$ cat config.mk
export PLATFORM = sky130hd
export DESIGN_NAME = serial_link_control_regs
export DESIGN_NICKNAME = d
export VERILOG_FILES = /design/src/hw/link_regs_pkg.sv /design/src/hw/lane_pattern_gen.sv /design/src/hw/serial_link_control_regs.sv
export SDC_FILE = /design/constraint.sdc
export NUM_CORES = 1
export LEC_CHECK = 0
export BUFFER_PORTS_ARGS = -buffer_cell sky130_fd_sc_hd__buf_2
export CELL_PAD_IN_SITES_DETAIL_PLACEMENT = 0
export CELL_PAD_IN_SITES_GLOBAL_PLACEMENT = 1
export CORE_MARGIN = 4
export CORE_UTILIZATION = 38
export DETAILED_ROUTE_END_ITERATION = 7
export GPL_TIMING_DRIVEN = 0
export PLACE_DENSITY_LB_ADDON = 0.1
export SLEW_MARGIN = 15
export SYNTH_ARGS = -nofsm -noshare
export SYNTH_HDL_FRONTEND = slang
export SYNTH_SLANG_ARGS = --single-unit
$ cat constraint.sdc
create_clock -name ref_clk -period 2.4 [get_ports ref_clk]
set_input_delay 0.24 -clock ref_clk [delete_from_list [all_inputs] [get_ports ref_clk]]
set_output_delay 0.24 -clock ref_clk [all_outputs]
set_load 0.05 [all_outputs]
$ cat src/hw/link_regs_pkg.sv
package link_regs_pkg;

  // ==========================================================
  // Register indexes (byte address is four times the index)
  // ==========================================================
  localparam logic [9:0] IDX_CTRL1  = 10'h201;
  localparam logic [9:0] IDX_CTRL2  = 10'h202;
  localparam logic [9:0] IDX_DID    = 10'h203;
  localparam logic [9:0] IDX_CTRL3  = 10'h204;
  localparam logic [9:0] IDX_STATUS = 10'h205;
  localparam logic [9:0] IDX_MISUSE = 10'h280;

  // ==========================================================
  // Reset values
  // ==========================================================
  localparam logic [7:0] RST_CTRL1  = 8'h0f;
  localparam logic [7:0] RST_CTRL2  = 8'h00;
  localparam logic [7:0] RST_DID    = 8'h00;
  localparam logic [7:0] RST_CTRL3  = 8'h00;

  // ==========================================================
  // Field positions and writable masks
  // ==========================================================
  localparam int SCR_BIT     = 7;
  localparam int KM1_HI      = 6;
  localparam int KM1_LO      = 2;
  localparam int RATE_BIT    = 1;
  localparam int EN_BIT      = 0;
  localparam int P54_BIT     = 7;
  localparam int SYNCSEL_BIT = 6;
  localparam int TEST_HI     = 3;
  localparam int FRAME_END_COMMA_SELECT_HI    = 1;
  localparam int SYNC_ST_BIT = 5;
  localparam logic [7:0] MASK_CTRL2 = 8'hcf;
  localparam logic [7:0] MASK_CTRL3 = 8'h03;

  // ==========================================================
  // Characters and rate codes (rate in quarters of sample clock)
  // ==========================================================
  localparam logic [7:0] CHAR_K28_7 = 8'hfc;
  localparam logic [7:0] CHAR_K28_1 = 8'h3c;
  localparam logic [7:0] CHAR_K28_5 = 8'hbc;
  localparam logic [7:0] CHAR_D21_5 = 8'hb5;
  localparam logic [3:0] RATE_1X    = 4'h4;
  localparam logic [3:0] RATE_2X    = 4'h8;
  localparam logic [3:0] RATE_1P25X = 4'h5;
  localparam logic [3:0] RATE_2P5X  = 4'ha;

  typedef enum logic [3:0] {
    TP_NORMAL   = 4'b0000,
    TP_PRBS7    = 4'b0001,
    TP_PRBS15   = 4'b0010,
    TP_PRBS23   = 4'b0011,
    TP_RAMP     = 4'b0100,
    TP_TRANSP   = 4'b0101,
    TP_D21_5    = 4'b0110,
    TP_K28_5    = 4'b0111,
    TP_ILA_REP  = 4'b1000,
    TP_MOD_RPAT = 4'b1001,
    TP_LOW      = 4'b1010,
    TP_HIGH     = 4'b1011
  } test_mode_t;

  typedef struct packed {
    logic       scrambler_enable;
    logic [4:0] k_minus_1;
    logic       double_rate;
    logic       five_quarter_pll_enable;
    logic       sync_source_select;
    logic [3:0] link_test_pattern;
    logic [7:0] link_device_id;
    logic [1:0] frame_end_comma_select;
  } link_cfg_t;

  typedef struct packed {
    logic       valid;
    logic       is_k;
    logic [7:0] data;
  } lane_char_t;

endpackage

$ cat src/hw/lane_pattern_gen.sv
`timescale 1ns/10ps
module lane_pattern_gen (
  input  wire logic                      ref_clk,
  input  wire logic                      nrst,
  input  wire logic                      run,
  input  wire link_regs_pkg::test_mode_t mode,
  output      link_regs_pkg::lane_char_t lane
);
  import link_regs_pkg::*;

  typedef struct packed {
    logic [22:0] prbs;
    logic [7:0]  ramp;
    lane_char_t  lane;
  } gen_state_t;

  gen_state_t s_r;
  gen_state_t s_nxt;
  logic       fb;
  logic [7:0] bits;

  // ==========================================================
  // Pattern step: eight serial bits per cycle
  // ==========================================================
  always_comb begin
    s_nxt = s_r;
    fb    = 1'b0;
    bits  = 8'h00;
    s_nxt.lane = '0;
    for (int i = 7; i >= 0; i--) begin
      case (mode)
        TP_PRBS7:  fb = s_nxt.prbs[6] ^ s_nxt.prbs[5];
        TP_PRBS15: fb = s_nxt.prbs[14] ^ s_nxt.prbs[13];
        default:   fb = s_nxt.prbs[22] ^ s_nxt.prbs[17];
      endcase
      bits[i]    = fb;
      s_nxt.prbs = {s_nxt.prbs[21:0], fb};
    end
    if (mode != TP_PRBS7 && mode != TP_PRBS15 && mode != TP_PRBS23) begin
      s_nxt.prbs = s_r.prbs;
    end
    case (mode)
      TP_PRBS7, TP_PRBS15, TP_PRBS23: begin
        s_nxt.lane = '{valid: 1'b1, is_k: 1'b0, data: bits};
      end
      TP_RAMP: begin
        s_nxt.ramp = s_r.ramp + 8'h01;
        s_nxt.lane = '{valid: 1'b1, is_k: 1'b0, data: s_r.ramp};
      end
      TP_D21_5: s_nxt.lane = '{valid: 1'b1, is_k: 1'b0, data: CHAR_D21_5};
      TP_K28_5: s_nxt.lane = '{valid: 1'b1, is_k: 1'b1, data: CHAR_K28_5};
      TP_LOW:   s_nxt.lane = '{valid: 1'b1, is_k: 1'b0, data: 8'h00};
      TP_HIGH:  s_nxt.lane = '{valid: 1'b1, is_k: 1'b0, data: 8'hff};
      // Framer-built patterns and reserved codes pass the framer through
      default:  s_nxt.lane = '0;
    endcase
    // Idle lane restarts every pattern from its seed
    if (!run) begin
      s_nxt.prbs = '1;
      s_nxt.ramp = 8'h00;
      s_nxt.lane = '0;
    end
  end

  // ==========================================================
  // State register
  // ==========================================================
  always_ff @(posedge ref_clk) begin
    if (!nrst) begin
      s_r.prbs <= '1;
      s_r.ramp <= 8'h00;
      s_r.lane <= '0;
    end else begin
      s_r <= s_nxt;
    end
  end

  assign lane = s_r.lane;

endmodule

$ cat src/hw/serial_link_control_regs.sv
// How it works
// - Bit 7 of control one enables scrambling
// - Bits 6-2 hold frames per multiframe minus one
// - Bit 1 selects single or double rate
// - Bit 0 enables the link, reset one
// - Disabled link: reset, powered down, clocks gated
// - Five-quarter PLL bit scales the bit rate
// - Sync source bit picks single or differential input
// - Test codes 0-5 select normal and patterns
// - Test codes 6-11 fixed patterns, 12-15 reserved
// - Identifier register feeds the alignment sequence
// - Bits 1-0 select the frame-end comma
// - Transmitter substitutes the comma opportunistically
// - Status bit 5 shows the sync level
//
// Added by the designer: the AHB-Lite slave port.
`timescale 1ns/10ps
module serial_link_control_regs (
  input  wire logic               ref_clk,
  input  wire logic               nrst,
  input  wire logic               hsel,
  input  wire logic [31:0]        haddr,
  input  wire logic [1:0]         htrans,
  input  wire logic               hwrite,
  input  wire logic [2:0]         hsize,
  input  wire logic [31:0]        hwdata,
  input  wire logic               hready,
  output      logic [31:0]        hrdata,
  output      logic               hreadyout,
  output      logic               hresp,
  input  wire logic               sync_single_ended_input,
  input  wire logic               sync_differential_input,
  output      link_regs_pkg::link_cfg_t  link_cfg,
  output      logic               link_enable,
  output      logic               tx_in_reset,
  output      logic               serializer_power_down,
  output      logic               tx_clock_enable,
  output      logic [3:0]         lane_rate_quarters,
  output      logic [7:0]         frame_end_char,
  output      logic               sync_n,
  output      link_regs_pkg::lane_char_t test_lane
);
  import link_regs_pkg::*;

  // ==========================================================
  // Bus timing
  // ==========================================================
  // No wait states; the answer is always OKAY.
  // The address phase is kept in wr_pend and wr_idx;
  // the write lands at the edge ending the data phase.
  // Reads use the next state, so a read right after a
  // write sees it, at the cost of one logic level.
  // Registers are bytes in hwdata[7:0]; hsize is not
  // decoded, so a narrow write replaces the byte too.
  // Unmapped or misaligned transfers answer OKAY:
  // reads give zero, writes are dropped, nothing stalls.

  typedef struct packed {
    logic [7:0]  ctrl1;
    logic [7:0]  ctrl2;
    logic [7:0]  did;
    logic [7:0]  ctrl3;
    logic        misuse;
    logic        wr_pend;
    logic [9:0]  wr_idx;
    logic [31:0] rdata;
    logic        readyout;
    logic        resp;
    logic [1:0]  se_sync;
    logic [1:0]  diff_sync;
    logic        sync_level;
    logic        tx_reset;
    logic        pwr_down;
    logic        clk_en;
    logic [3:0]  rate;
    logic [7:0]  fe_char;
  } regs_state_t;

  regs_state_t s_r;
  regs_state_t s_nxt;
  logic        sel_addr;
  logic        addr_ok;
  logic        locked;
  logic        misuse_set;
  logic        misuse_clr;
  logic [7:0]  wb;
  logic [7:0]  rd_byte;

  // ==========================================================
  // Next-state logic
  // ==========================================================
  always_comb begin
    s_nxt      = s_r;
    misuse_set = 1'b0;
    misuse_clr = 1'b0;
    rd_byte    = 8'h00;
    wb         = hwdata[7:0];
    locked     = s_r.ctrl1[EN_BIT];

    // Locking uses enable as it stood before this write:
    // clearing enable and changing fields in one write
    // is refused for the fields, so clear enable alone.
    // The enable bit is always written, so a locked link
    // can still be switched off. A refused change sets
    // the sticky misuse bit; writing one clears it.
    // Write data phase; a locked field keeps its value
    if (s_r.wr_pend) begin
      case (s_r.wr_idx)
        IDX_CTRL1: begin
          s_nxt.ctrl1[EN_BIT] = wb[EN_BIT];
          if (!locked) begin
            s_nxt.ctrl1 = wb;
          end else if (wb[7:1] != s_r.ctrl1[7:1]) begin
            misuse_set = 1'b1;
          end
        end
        IDX_CTRL2: begin
          if (!locked) begin
            s_nxt.ctrl2 = wb & MASK_CTRL2;
          end else if ((wb & MASK_CTRL2) != s_r.ctrl2) begin
            misuse_set = 1'b1;
          end
        end
        IDX_DID: begin
          if (!locked) begin
            s_nxt.did = wb;
          end else if (wb != s_r.did) begin
            misuse_set = 1'b1;
          end
        end
        IDX_CTRL3: begin
          if (!locked) begin
            s_nxt.ctrl3 = wb & MASK_CTRL3;
          end else if ((wb & MASK_CTRL3) != s_r.ctrl3) begin
            misuse_set = 1'b1;
          end
        end
        IDX_MISUSE: misuse_clr = wb[0];
        default: misuse_clr = 1'b0;
      endcase
    end
    // Set wins, so a misuse is never lost to a clear
    // that software issued a moment too early.
    // A new misuse beats a clear in the same cycle
    s_nxt.misuse = (s_r.misuse & ~misuse_clr) | misuse_set;

    // Both pins are synchronised all the time, so a new
    // source never reads a half-settled flop. Pin to
    // sync_n takes three edges.
    // Sync pins: two flops each, then the source select
    s_nxt.se_sync   = {s_r.se_sync[0], sync_single_ended_input};
    s_nxt.diff_sync = {s_r.diff_sync[0], sync_differential_input};
    s_nxt.sync_level = s_r.ctrl2[SYNCSEL_BIT] ? s_r.diff_sync[1]
                                               : s_r.se_sync[1];

    // Controls follow the next enable value, so they move
    // on the same edge as the register, never later.
    // disabled link held in reset, gated
    s_nxt.tx_reset = ~s_nxt.ctrl1[EN_BIT];
    s_nxt.pwr_down = ~s_nxt.ctrl1[EN_BIT];
    s_nxt.clk_en   = s_nxt.ctrl1[EN_BIT];

    // Rate counts quarters of the sample clock so the
    // five-quarter step stays whole: 4, 8, 5 or 10.
    // base rate; five-quarter scaling
    case ({s_nxt.ctrl2[P54_BIT], s_nxt.ctrl1[RATE_BIT]})
      2'b00:   s_nxt.rate = RATE_1X;
      2'b01:   s_nxt.rate = RATE_2X;
      2'b10:   s_nxt.rate = RATE_1P25X;
      default: s_nxt.rate = RATE_2P5X;
    endcase

    // frame-end comma choice; code 3 falls back to compliant
    case (s_nxt.ctrl3[FRAME_END_COMMA_SELECT_HI:0])
      2'b01:   s_nxt.fe_char = CHAR_K28_1;
      2'b10:   s_nxt.fe_char = CHAR_K28_5;
      default: s_nxt.fe_char = CHAR_K28_7;
    endcase

    // Only NONSEQ and SEQ count; IDLE and BUSY are ignored.
    // Address phase: zero wait states, reads see this cycle's write
    sel_addr = hsel & htrans[1] & hready;
    addr_ok  = (haddr[31:12] == 20'h00000) & (haddr[1:0] == 2'b00);
    s_nxt.wr_pend = sel_addr & hwrite & addr_ok;
    s_nxt.wr_idx  = haddr[11:2];
    case (haddr[11:2])
      IDX_CTRL1:  rd_byte = s_nxt.ctrl1;
      IDX_CTRL2:  rd_byte = s_nxt.ctrl2;
      IDX_DID:    rd_byte = s_nxt.did;
      IDX_CTRL3:  rd_byte = s_nxt.ctrl3;
      // sync level in status bit 5
      IDX_STATUS: rd_byte = {2'b00, s_r.sync_level, 5'b00000};
      IDX_MISUSE: rd_byte = {7'h00, s_nxt.misuse};
      default:    rd_byte = 8'h00;
    endcase
    // Unmapped or misaligned reads return zero, still OKAY
    if (sel_addr & ~hwrite & addr_ok) begin
      s_nxt.rdata = {24'h000000, rd_byte};
    end else begin
      s_nxt.rdata = 32'h00000000;
    end
    s_nxt.readyout = 1'b1;
    s_nxt.resp     = 1'b0;
  end

  // ==========================================================
  // State register
  // ==========================================================
  // Synchronous reset to the reset values; the sync flops
  // start deasserted so no false sync is reported, and
  // the bus answers from the first edge after release.
  always_ff @(posedge ref_clk) begin
    if (!nrst) begin
      s_r.ctrl1      <= RST_CTRL1;
      s_r.ctrl2      <= RST_CTRL2;
      s_r.did        <= RST_DID;
      s_r.ctrl3      <= RST_CTRL3;
      s_r.misuse     <= 1'b0;
      s_r.wr_pend    <= 1'b0;
      s_r.wr_idx     <= 10'h000;
      s_r.rdata      <= 32'h00000000;
      s_r.readyout   <= 1'b1;
      s_r.resp       <= 1'b0;
      s_r.se_sync    <= 2'b11;
      s_r.diff_sync  <= 2'b11;
      s_r.sync_level <= 1'b1;
      s_r.tx_reset   <= 1'b0;
      s_r.pwr_down   <= 1'b0;
      s_r.clk_en     <= 1'b1;
      s_r.rate       <= RATE_2X;
      s_r.fe_char    <= CHAR_K28_7;
    end else begin
      s_r <= s_nxt;
    end
  end

  // ==========================================================
  // Outputs, all straight from the state register
  // ==========================================================
  // Plain wires from s_r flops, so no port glitches while
  // the bus decodes; link_enable and tx_clock_enable
  // share one flop on purpose.
  assign hrdata    = s_r.rdata;
  assign hreadyout = s_r.readyout;
  assign hresp     = s_r.resp;
  assign link_cfg.scrambler_enable        = s_r.ctrl1[SCR_BIT];
  assign link_cfg.k_minus_1               = s_r.ctrl1[KM1_HI:KM1_LO];
  assign link_cfg.double_rate             = s_r.ctrl1[RATE_BIT];
  assign link_cfg.five_quarter_pll_enable = s_r.ctrl2[P54_BIT];
  assign link_cfg.sync_source_select      = s_r.ctrl2[SYNCSEL_BIT];
  assign link_cfg.link_test_pattern       = s_r.ctrl2[TEST_HI:0];
  assign link_cfg.link_device_id          = s_r.did;
  assign link_cfg.frame_end_comma_select  = s_r.ctrl3[FRAME_END_COMMA_SELECT_HI:0];
  assign link_enable           = s_r.clk_en;
  assign tx_in_reset           = s_r.tx_reset;
  assign serializer_power_down = s_r.pwr_down;
  assign tx_clock_enable       = s_r.clk_en;
  assign lane_rate_quarters    = s_r.rate;
  // comma handed to the framer for substitution
  assign frame_end_char        = s_r.fe_char;
  assign sync_n                = s_r.sync_level;

  // ==========================================================
  // Test pattern source, idle while the link is disabled
  // ==========================================================
  // With the link off the source reloads its seed, so
  // every enable starts the same sequence. Framer-built
  // modes and reserved codes leave test_lane idle here.
  // patterns run while enabled
  lane_pattern_gen u_pattern (
    .ref_clk (ref_clk),
    .nrst    (nrst),
    .run     (s_r.clk_en),
    .mode    (test_mode_t'(s_r.ctrl2[TEST_HI:0])),
    .lane    (test_lane)
  );

  // ==========================================================
  // Limitations
  // ==========================================================
  // Legal frames counts depend on decimation and rate,
  // which this block cannot see; any value is stored.
  // The decimation field lives elsewhere and is not
  // locked here. Only status bit 5 is live.
  // The misuse bit is a debug aid, not an interrupt.
  // hreadyout and hresp are constant flops; the bus is
  // never stalled or refused by this block.

endmodule

==> results of run 1 <==
[sequential cells by signal, summed over array words and instances, names as in the netlist, 2 cells and up]
| name | count |
|---|---|
| hrdata | 8 |
| link_cfg | 23 |
| lane_rate_quarters | 4 |
| frame_end_char | 2 |
| s_nxt | 2 |
| u_pattern.s_r | 31 |
| s_r | 22 |
| u_pattern.lane | 10 |
[layout by cell type (no fill, tap or decap), types with 7 or more instances in the layout]
cell,instances
xnor2_1,12
inv_1,7
and2_1,14
nand2_1,95
and3_1,10
nand3_1,27
nand2b_1,12
nor3_1,7
a21oi_1,23
nor4_1,10
buf_2,94
nor2_1,29
dfxtp_1,105
o21ai_0,16
conb_1,32
clkbuf_1,33
xor2_1,43
clkbuf_16,9
nand4_1,10
a21boi_1,13
mux2i_1,13
buf_4,88
a31oi_1,12
nor2b_1,12
[worst max-delay path, cell delays in order, from the launching register on]
cell and delay, ns:
dfxtp_1 0.34, nor4_4 0.26, buf_4 0.19, nand4_4 0.20, or2_1 0.26, buf_2 0.18, mux2i_1 0.15, or3b_1 0.43
a31oi_2 0.20
[metrics by stage]
step	area (um^2)	setup WS (ns)	utilization [%]	total power, mW
2_1_floorplan	5670	0.187	-	2.05
3_3_place_gp	6350	-0.231	45.1	2.13
3_5_place_dp	6350	-0.249	45.1	2.13
4_1_cts	6700	-0.0239	47.5	3.64
5_1_grt	6730	-0.0391	47.7	3.73
6_report	6730	0.117	47.7	3.61
[kinds of logic after synthesis]
logic type	share of synthesized area (%)
adders and majority gates	0.450
AOI/OAI and AO/OA	11.8
and+or+nand+nor	24.1
muxes	2.73
other	0.135
buffers and inverters	14.3
xor gates and xnor gates	8.67
DFF	37.8
[power by group]
| part | internal [mW] | total (mW) | switching [mW] |
|---|---|---|---|
| logic | 0.109 | 0.332 | 0.223 |
| registers | 1.75 | 1.76 | 0.0113 |
| clock network | 0.841 | 1.51 | 0.668 |
[per-layer routing]
metal / vias to the layer above / GRT usage (%)
li1: 2409 / -
met1: 2227 / 22.5
met2: 120 / 31.9
met3: 28 / 4.11
met4: 0 / 6.42
met5: - / 0
[cell type report]
cell class / count / area [um^2]
fillers: 1436 / 7370
multi-input cells: 459 / 2800
flip-flops and latches: 105 / 2100
plain buffers: 117 / 764
repair buffers: 98 / 505
clock buffers: 12 / 246
well taps: 180 / 225
clock inverters: 4 / 51.3
inverters: 8 / 30.0
[worst max-delay path by stage]
stage                       startpoint                 to  slack, ns  depth (start not counted)
after detailed placement  link_cfg[11]  u_pattern.s_r[18]      -0.25                          7
after global routing           s_r[56]          hrdata[5]      -0.04                          8
final                          s_r[59]          hrdata[5]       0.12                          8
after global placement    link_cfg[11]  u_pattern.s_r[18]      -0.23                          7
after CTS                      s_r[60]          hrdata[5]      -0.02                          7
after floorplan                 locked          hrdata[5]       0.19                          7
[repair_timing]
| action | CTS | global route |
|---|---|---|
| gates resized for setup | 5 | 2 |
| endpoints found under the setup margin | 5 | 5 |
| setup buffers | 4 | 2 |
| pin swaps | 4 | 3 |
| cloned | 0 | 0 |
==> summary.txt, run 1 <==
Seq/Total Area, Yosys - 37.8%
DR pass1 iterations - 7
worst slew pin tran - 0.772 ns
Worst Skew - 0.00600 ns
Cell Count, Final, Fillers Out - 983
Post-DP HPWL - 11500 um
Arr. time, crit path - 2.56 ns
residual DRC count - 0
unrepaired setup endpoints after global routing - yes
post-synth top area cell - dfxtp_1
initial antenna violation count - 0
dominant cells by area after synthesis - dfxtp_1, buf_4, xor2_1, nand2_1, mux2i_1
Worst Hold Slack - 0.0645 ns
Max Slew Vio Count - 0
first-pass GRT wire length - 24100 um
Leak Pwr - 3.00 nW
Final Wtd Congestion - 0.852
GR Overflow Total - 0
root buf cell - clkbuf_16
port bufs - 92
number of synthesized flops with an enable pin - 0
final-stage net count - 876
Critical Path RT - 2.67 ns
num rows - 43
met3 wire length - 681 um
Synth Instances - 659
RR Startpoint - s_r[59]
Synth cell types - 59
Num CTS Buffers - 9
worst rel slew slack - 48.6%
final setup violation count - 0
Layout area overhead - 21.1%
worst ir drop on vdd - 0.391 mV
DR top layer - met4
setup TNS - 0 ns
die height - 129 um
WL per Instance - 15.4 um
Total GRT Usage - 18.4%
clk sinks - 105
CTS tree - built
M1 wire length - 6610 um
Most used DFF post-synth - dfxtp_1
largest net degree at the start of global routing - 17
post-layout minimum cycle time - 2.28 ns
CP Max Fanout - 10
Vias - 4784
fraction of layout cells with a size suffix above 1 - 26.4%
number of hold buffers added after CTS - 0
Detailed Route WL - 15200 um
r2r setup slk - 0.12 ns
die extent in x - 129 um
Reg clk slew, reported paths - 0.07 ns
Power per Cell Area - 536 nW/um^2
diode count - 0
Initial Utilization - 39.4%
Synth Cell Area - 5560 um^2
Post-DRT Antenna Nets - 0
fmax - 438 MHz
Hold Path Depth - 2
Final Hold Fails - 0
R2R Path End - hrdata[5]
most frequent cell after synthesis - dfxtp_1
async set-reset flop share out of synthesis - 0%
Worst setup SP type - flip-flop
Core Region - 14100 um^2
htree depth - 3
worst setup path class - reg2reg
MaxCap Viol Count - 0
post-route clock period utilization - 95.1%
number of global-route vias before repair - 4665
Commonest cells post-synth - dfxtp_1, nand2_1, buf_4
Ys Warns - 0
met2 WL post-DR - 7570 um
Worst-Skew Late Latency - 0.36 ns
DIE AREA - 16600 um^2
Hold Startpoint - sync_single_ended_input
worst r2r path cells - 8
#FFs+latches synth - 105
Setup crit end kind - flip-flop
syn_area_per_cell - 8.43 um^2
placed cells - 961
IO Pins - 160
post-synth top area share - 37.8%
mean number of vias per cell - 4.87
CTS Buffer Depth - 2
worst min-delay path class - in2reg
status - completed
hold endpoint - s_nxt[19]
number of DRC markers in iteration 0 - 294
Note: power is estimated with default switching activity, not from simulation.
==> inputs of run 2 (changes only) <==
--- a/config.mk
+++ b/config.mk
@@ -5,14 +5,16 @@
 export SDC_FILE = /design/constraint.sdc
 export NUM_CORES = 1
 export LEC_CHECK = 0
+export ABC_AREA = 1
 export BUFFER_PORTS_ARGS = -buffer_cell sky130_fd_sc_hd__buf_2
 export CELL_PAD_IN_SITES_DETAIL_PLACEMENT = 0
 export CELL_PAD_IN_SITES_GLOBAL_PLACEMENT = 1
 export CORE_MARGIN = 4
-export CORE_UTILIZATION = 38
+export CORE_UTILIZATION = 37
 export DETAILED_ROUTE_END_ITERATION = 7
 export GPL_TIMING_DRIVEN = 0
 export PLACE_DENSITY_LB_ADDON = 0.1
+export SETUP_SLACK_MARGIN = 0.3
 export SLEW_MARGIN = 15
 export SYNTH_ARGS = -nofsm -noshare
 export SYNTH_HDL_FRONTEND = slang
==> run 2 against run 1 <==
Against the previous run: critical path depth rose by 1; register-to-register slack improved by 0.29 ns; flip-flop and latch count stayed put; power up 0.41%.
==> summary.txt, run 2 <==
status - completed
r2r setup slk - 0.41 ns (+0.29 ns)
placed cells - 1160 (+21%)
number of global-route vias before repair - 4882 (+4.7%)
final setup violation count - 0 (unchanged)
number of DRC markers in iteration 0 - 315 (+7.1%)
Post-DRT Antenna Nets - 0 (unchanged)
largest net degree at the start of global routing - 19 (+2)
overall power - 3.62 mW (+0.41%)
initial antenna violation count - 0 (unchanged)
Total GRT Usage - 18.3% (-0.17 points)
setup TNS - 0 ns (unchanged)
Final Wtd Congestion - 0.834 (-2.1%)
Leak Pwr - 3.46 nW (+15%)
Detailed Route WL - 16000 um (+5.3%)
critical path startpoint - s_r[64]
worst min-delay path class - in2reg
Worst-Skew Late Latency - 0.36 ns (about the same)
R2R Path End - frame_end_char[6]
Power per Cell Area - 520 nW/um^2 (-3.0%)
residual DRC count - 0 (unchanged)
fmax - 502 MHz (+15%)
clk sinks - 105 (unchanged)
die height - 133 um (+3.2%)
fillers - 1666 (+16%)
commonest non-fill, non-tap cell in the layout - nand2_1
dominant cells by area after synthesis - dfxtp_1, nand2_1, buf_4, inv_1, nor2_1
mean number of vias per cell - 4.44 (-8.9%)
number of synthesized flops with an enable pin - 0 (unchanged)
Largest register FFs - 31 (unchanged)
Cell Count, Final, Fillers Out - 1177 (+20%)
Max Slew Vio Count - 0 (unchanged)
worst setup path class - reg2reg
MaxCap Viol Count - 0 (unchanged)
post-synth top area cell - dfxtp_1
Seq/Total Area, Yosys - 36.3% (-1.5 points)
Crit path largest cell delay - 0.42 ns (about the same)
htree depth - 3 (unchanged)
Final Hold Fails - 0 (unchanged)
num rows - 45 (+4.7%)
post-synth top area share - 36.3% (-1.5 points)
first-pass GRT wire length - 25800 um (+7.0%)
Worst setup SP type - flip-flop
Top reg by flops - u_pattern.s_r
GR Overflow Total - 0 (unchanged)
Critical Path RT - 2.64 ns (-0.03 ns)
CTS tree - built
worst slew pin tran - 0.924 ns (+0.153 ns)
Hold Startpoint - sync_differential_input
post-layout minimum cycle time - 1.99 ns (-0.293 ns)
Core Region - 15300 um^2 (+8.2%)
Initial Utilization - 37.9% (-1.5 points)
CTS Buffer Depth - 2 (unchanged)
syn_area_per_cell - 7.04 um^2 (-16%)
Layout area overhead - 20.4%
post-route clock period utilization - 83.0% (-12 points)
Post-DP HPWL - 12600 um (+9.5%)
#FFs+latches synth - 105 (unchanged)
commonest non-fill, non-tap cells in the layout - nand2_1, dfxtp_1, inv_1
async set-reset flop share out of synthesis - 0% (unchanged)
worst rel slew slack - 37.6% (-11 points)
Commonest cells post-synth - nand2_1, dfxtp_1, inv_1
Ys Warns - 0 (unchanged)
cell breakdown of the critical path - inv_1, nor2_4, nand3_2, inv_2, nand2_1, nand2_1, inv_2, ha_1, or2_2
Arr. time, crit path - 2.23 ns (-0.33 ns)
worst r2r path cells - 9 (+1)
slowest cell on the critical path - dfxtp_1
DR pass1 iterations - 5 (-2)
final-stage net count - 1039 (+19%)
unrepaired setup endpoints after global routing - yes
Most used DFF post-synth - dfxtp_1
IO Pins - 160 (unchanged)
worst ir drop on vdd - 0.320 mV (-18%)
Setup crit end kind - flip-flop
Synth cell types - 45 (-24%)
Synth Instances - 822 (+25%)
root buf cell - clkbuf_16
fraction of layout cells with a size suffix above 1 - 26.2% (-0.21 points)
RR Startpoint - s_r[64]
Synth Cell Area - 5790 um^2 (+4.2%)
Hold Path Depth - 2 (unchanged)
Worst Skew - 0.00860 ns (+0.00259 ns)
port bufs - 97 (+5.4%)
final core occ - 45.7% (-2.1 points)
diode count - 0 (unchanged)
most frequent cell after synthesis - nand2_1
WL per Instance - 13.6 um (-12%)
die extent in x - 133 um (+3.2%)
hold endpoint - s_nxt[17]
CP Max Fanout - 6 (-4)
Num CTS Buffers - 9 (unchanged)
Reg clk slew, reported paths - 0.08 ns (about the same)
DIE AREA - 17700 um^2 (+6.5%)
Vias - 5221 (+9.1%)
[run 2: cell types whose count changed after synthesis, sizes merged, moves of 18 or more]
cell,before,now
inv,7,111
nand2,96,209
nand3,27,45
nor2,31,92
xor2,43,18
[run 2: worst max path at each step]
stage	to	slack, ns	depth (start not counted)
global placement	hrdata[0]	0.20	10
global route	hrdata[0]	0.27	13
finish	frame_end_char[6]	0.41	9
CTS	frame_end_char[6]	0.41	10
detailed placement	hrdata[0]	0.19	10
floorplan	frame_end_char[6]	0.40	7
[run 2: worst max-delay path, delay by kind of cell (launching register included)]
family	cells	cell delay, ns
fa+ha+maj	1	0.32
buf+inv	3	0.32
flops	1	0.42
simple gates	5	0.82
[run 2: final cells by class]
class                   count  area (um^2)  share of cell area [%]
multi-input cells         535         2680                    38.5
plain buffers             101          708                    10.2
inverters                 111          417                    5.98
flip-flops and latches    105         2100                    30.2
repair buffers             98          493                    7.08
clock buffers              10          229                    3.29
clock inverters             6         73.8                    1.06
well taps                 211          264                    3.79
[run 2: cells by family after synthesis]
logic type | after synthesis | synth area share, %
other | 2 | 0.130
AOI/OAI and AO/OA | 88 | 8.65
and+or+nand+nor | 388 | 31.2
adders and majority gates | 2 | 0.432
xor gates and xnor gates | 25 | 3.78
buffers and inverters | 212 | 19.4
DFF | 105 | 36.3
[run 2: timing repair]
action | CTS | global route
hold endpoints to repair | 0 | 0
pin swaps | 1 | 0
hold buffers | 0 | 0
setup endpoints to repair | 1 | 3
buffers inserted | 1 | 0
gates resized for setup | 1 | 1
[run 2: routing by layer]
layer	part of all wire (%)	track usage, %
met1	51	26.9
met2	42	27.0
met3	6.6	3.65
met4	1.1	4.97
met5	0	0
[run 2: per-stage QoR]
step           instance area, um^2  hold WS (ns)  setup WS [ns]
2_1_floorplan                 5900         0.328          0.400
3_3_place_gp                  6650         0.399          0.201
3_5_place_dp                  6650         0.402          0.185
4_1_cts                       6960        0.0524          0.405
5_1_grt                       6970        0.0698          0.267
6_report                      6970        0.0652          0.409
[run 2: power by group]
group	switching, mW	leakage (nW)	total (mW)	internal, mW
logic	0.230	2.47	0.326	0.0963
registers	0.00792	0.851	1.76	1.75
clock network	0.710	0.141	1.53	0.824
total	0.948	3.46	3.62	2.67
==> inputs of run 3 (changes only) <==
--- a/config.mk
+++ b/config.mk
@@ -10,7 +10,7 @@
 export CELL_PAD_IN_SITES_DETAIL_PLACEMENT = 0
 export CELL_PAD_IN_SITES_GLOBAL_PLACEMENT = 1
 export CORE_MARGIN = 4
-export CORE_UTILIZATION = 37
+export CORE_UTILIZATION = 33
 export DETAILED_ROUTE_END_ITERATION = 7
 export GPL_TIMING_DRIVEN = 0
 export PLACE_DENSITY_LB_ADDON = 0.1
==> constraint.sdc (replaced) <==
create_clock -name ref_clk -period 1.8 [get_ports ref_clk]
set_input_delay 0.18 -clock ref_clk [delete_from_list [all_inputs] [get_ports ref_clk]]
set_output_delay 0.18 -clock ref_clk [all_outputs]
set_load 0.05 [all_outputs]
==> run 3 against run 2 <==
Against the previous run: via count is 5.2% higher; routed wire length rose by 9.3%; design area grew 16%; clock-buffer cell count did not move; sequential share of layout area shrank 3.7 points; combinational power rose by 54%; clock power is 25% higher; core utilization is 1.0 points higher.
==> summary.txt, run 3 (same netlist as run 2, synthesis figures left out) <==
Cell Count, Final, Fillers Out - 1251 (+6.3%)
largest net degree at the start of global routing - 18 (-1)
commonest non-fill, non-tap cells in the layout - nand2_1, buf_4, buf_2
fmax - 571 MHz (+14%)
htree depth - 3 (unchanged)
Vias - 5491 (+5.2%)
Reg clk slew, reported paths - 0.07 ns (about the same)
final-stage net count - 1099 (+5.8%)
first-pass GRT wire length - 27100 um (+5.2%)
MaxCap Viol Count - 0 (unchanged)
worst ir drop on vdd - 0.469 mV (+47%)
Setup crit end kind - flip-flop
overall power - 4.76 mW (+32%)
unrepaired setup endpoints after global routing - yes
Critical Path RT - 2.08 ns (-0.56 ns)
DIE AREA - 19700 um^2 (+11%)
residual DRC count - 0 (unchanged)
status - completed
setup ws final - 0.0496 ns (-0.359 ns)
initial antenna violation count - 0 (unchanged)
CP Max Fanout - 5 (-1)
worst rel slew slack - 55.0% (+17 points)
mean number of vias per cell - 4.39 (-1.0%)
clk sinks - 105 (unchanged)
CTS Buffer Depth - 2 (unchanged)
IO Pins - 160 (unchanged)
number of DRC markers in iteration 0 - 272 (-14%)
Worst-Skew Late Latency - 0.36 ns (about the same)
placed cells - 1174 (+1.2%)
DR pass1 iterations - 4 (-1)
met3 wire length - 905 um (-14%)
Arr. time, crit path - 2.03 ns (-0.20 ns)
Largest register FFs - 31 (unchanged)
M1 wire length - 8580 um (+6.0%)
Worst Hold Slack - 0.0102 ns (-0.0550 ns)
Detailed Route WL - 17500 um (+9.3%)
post-route clock period utilization - 97.2% (+14 points)
number of global-route vias before repair - 5067 (+3.8%)
commonest non-fill, non-tap cell in the layout - nand2_1
Max Slew Vio Count - 0 (unchanged)
Post-DP HPWL - 13000 um (+3.1%)
Power per Cell Area - 592 nW/um^2 (+14%)
DP Area - 6720 um^2 (+1.0%)
num rows - 48 (+6.7%)
Leak Pwr - 3.96 nW (+15%)
Top reg by flops - u_pattern.s_r
die height - 140 um (+5.5%)
final instance area - 8050 um^2 (+16%)
Num CTS Buffers - 9 (unchanged)
die extent in x - 140 um (+5.5%)
Post-DRT Antenna Nets - 0 (unchanged)
Worst setup SP type - flip-flop
worst slew pin tran - 0.674 ns (-0.250 ns)
Worst Skew - 0.00553 ns (-0.00306 ns)
Final Wtd Congestion - 0.829 (-0.61%)
Initial Utilization - 33.6% (-4.4 points)
Final Hold Fails - 0 (unchanged)
CTS tree - built
Layout area overhead - 39.1%
Total GRT Usage - 17.4% (-0.85 points)
root buf cell - clkbuf_16
Core Region - 17200 um^2 (+13%)
GR Overflow Total - 0 (unchanged)
port bufs - 97 (unchanged)
post-layout minimum cycle time - 1.75 ns (-0.241 ns)
WL per Instance - 14.0 um (+2.8%)
met2 WL post-DR - 7720 um (+16%)
worst setup path class - reg2reg
DR top layer - met4
final setup violation count - 0 (unchanged)
diode count - 0 (unchanged)
pre-CTS WS - -0.333 ns (-0.518 ns)
fraction of layout cells with a size suffix above 1 - 40.2% (+14 points)
worst min-delay path class - in2reg
-- run 3: changes by cell type in the layout (fill, tap and decap cells not counted), sizes merged --
cell	previous run	this run
buf	182	244
bufinv	1	0
clkbuf	27	24
clkinv	1	3
clkinvlp	2	1
dlygate4sd3	0	1
-- run 3: stage by stage --
stage               utilization, %  TNS [ns]
floorplan                        -         0
global placement              39.0     -2.48
detailed placement            39.0     -2.31
CTS                           43.7         0
global route                  46.7    -0.407
finish                        46.7         0
-- run 3: path summary, 6_finish.rpt --
| check | start | to | slack, ns | cells after the start |
|---|---|---|---|---|
| worst max register to register | s_r[60] | hrdata[2] | 0.05 | 12 |
| worst min register to register | s_nxt[17] | s_r[17] | 0.42 | 1 |
| worst min-delay path | sync_single_ended_input | s_nxt[19] | 0.01 | 2 |
| worst max-delay path | s_r[60] | hrdata[2] | 0.05 | 12 |
-- run 3: area by class of cell --
type / count / area [um^2]
Multi-Input combinational cell: 535 / 3150
Buffer: 101 / 739
Inverter: 111 / 437
Tap cell: 225 / 282
Clock buffer: 10 / 239
Clock inverter: 6 / 40.0
Timing Repair Buffer: 158 / 1030
Sequential cell: 105 / 2130
Fill cell: 1785 / 9190
-- run 3: power by group --
part	leakage, nW	switching [mW]	internal, mW	total [mW]
Clock	0.139	0.935	0.980	1.92
Combinational	2.97	0.341	0.162	0.502
Sequential	0.856	0.0121	2.33	2.35
-- run 3: layer usage --
metal,GRT usage (%),vias to the layer above
met5,0,-
met4,4.49,0
met3,3.55,18
met2,26.1,125
met1,25.5,2484
li1,-,2864
-- run 3: worst max-delay path: stages (launching register included) --
cell	delay (ns)
dfxtp_2	0.34
nor2_4	0.18
nand3_2	0.12
nor2_4	0.13
nand2_4	0.08
nor2_8	0.16
buf_12	0.15
nand2_4	0.05
o21ai_4	0.07
nand2_2	0.09
o31ai_4	0.09
nor2_1	0.08
nor2_1	0.13
-- run 3: timing repair --
| item | CTS | global route |
|---|---|---|
| hold buffers | 1 | 0 |
| gates cloned | 1 | 0 |
| resized for setup | 73 | 94 |
| endpoints found under the setup margin | 72 | 61 |
| pin swaps | 25 | 33 |
| hold endpoints to repair | 1 | 0 |
| buffers inserted | 32 | 27 |
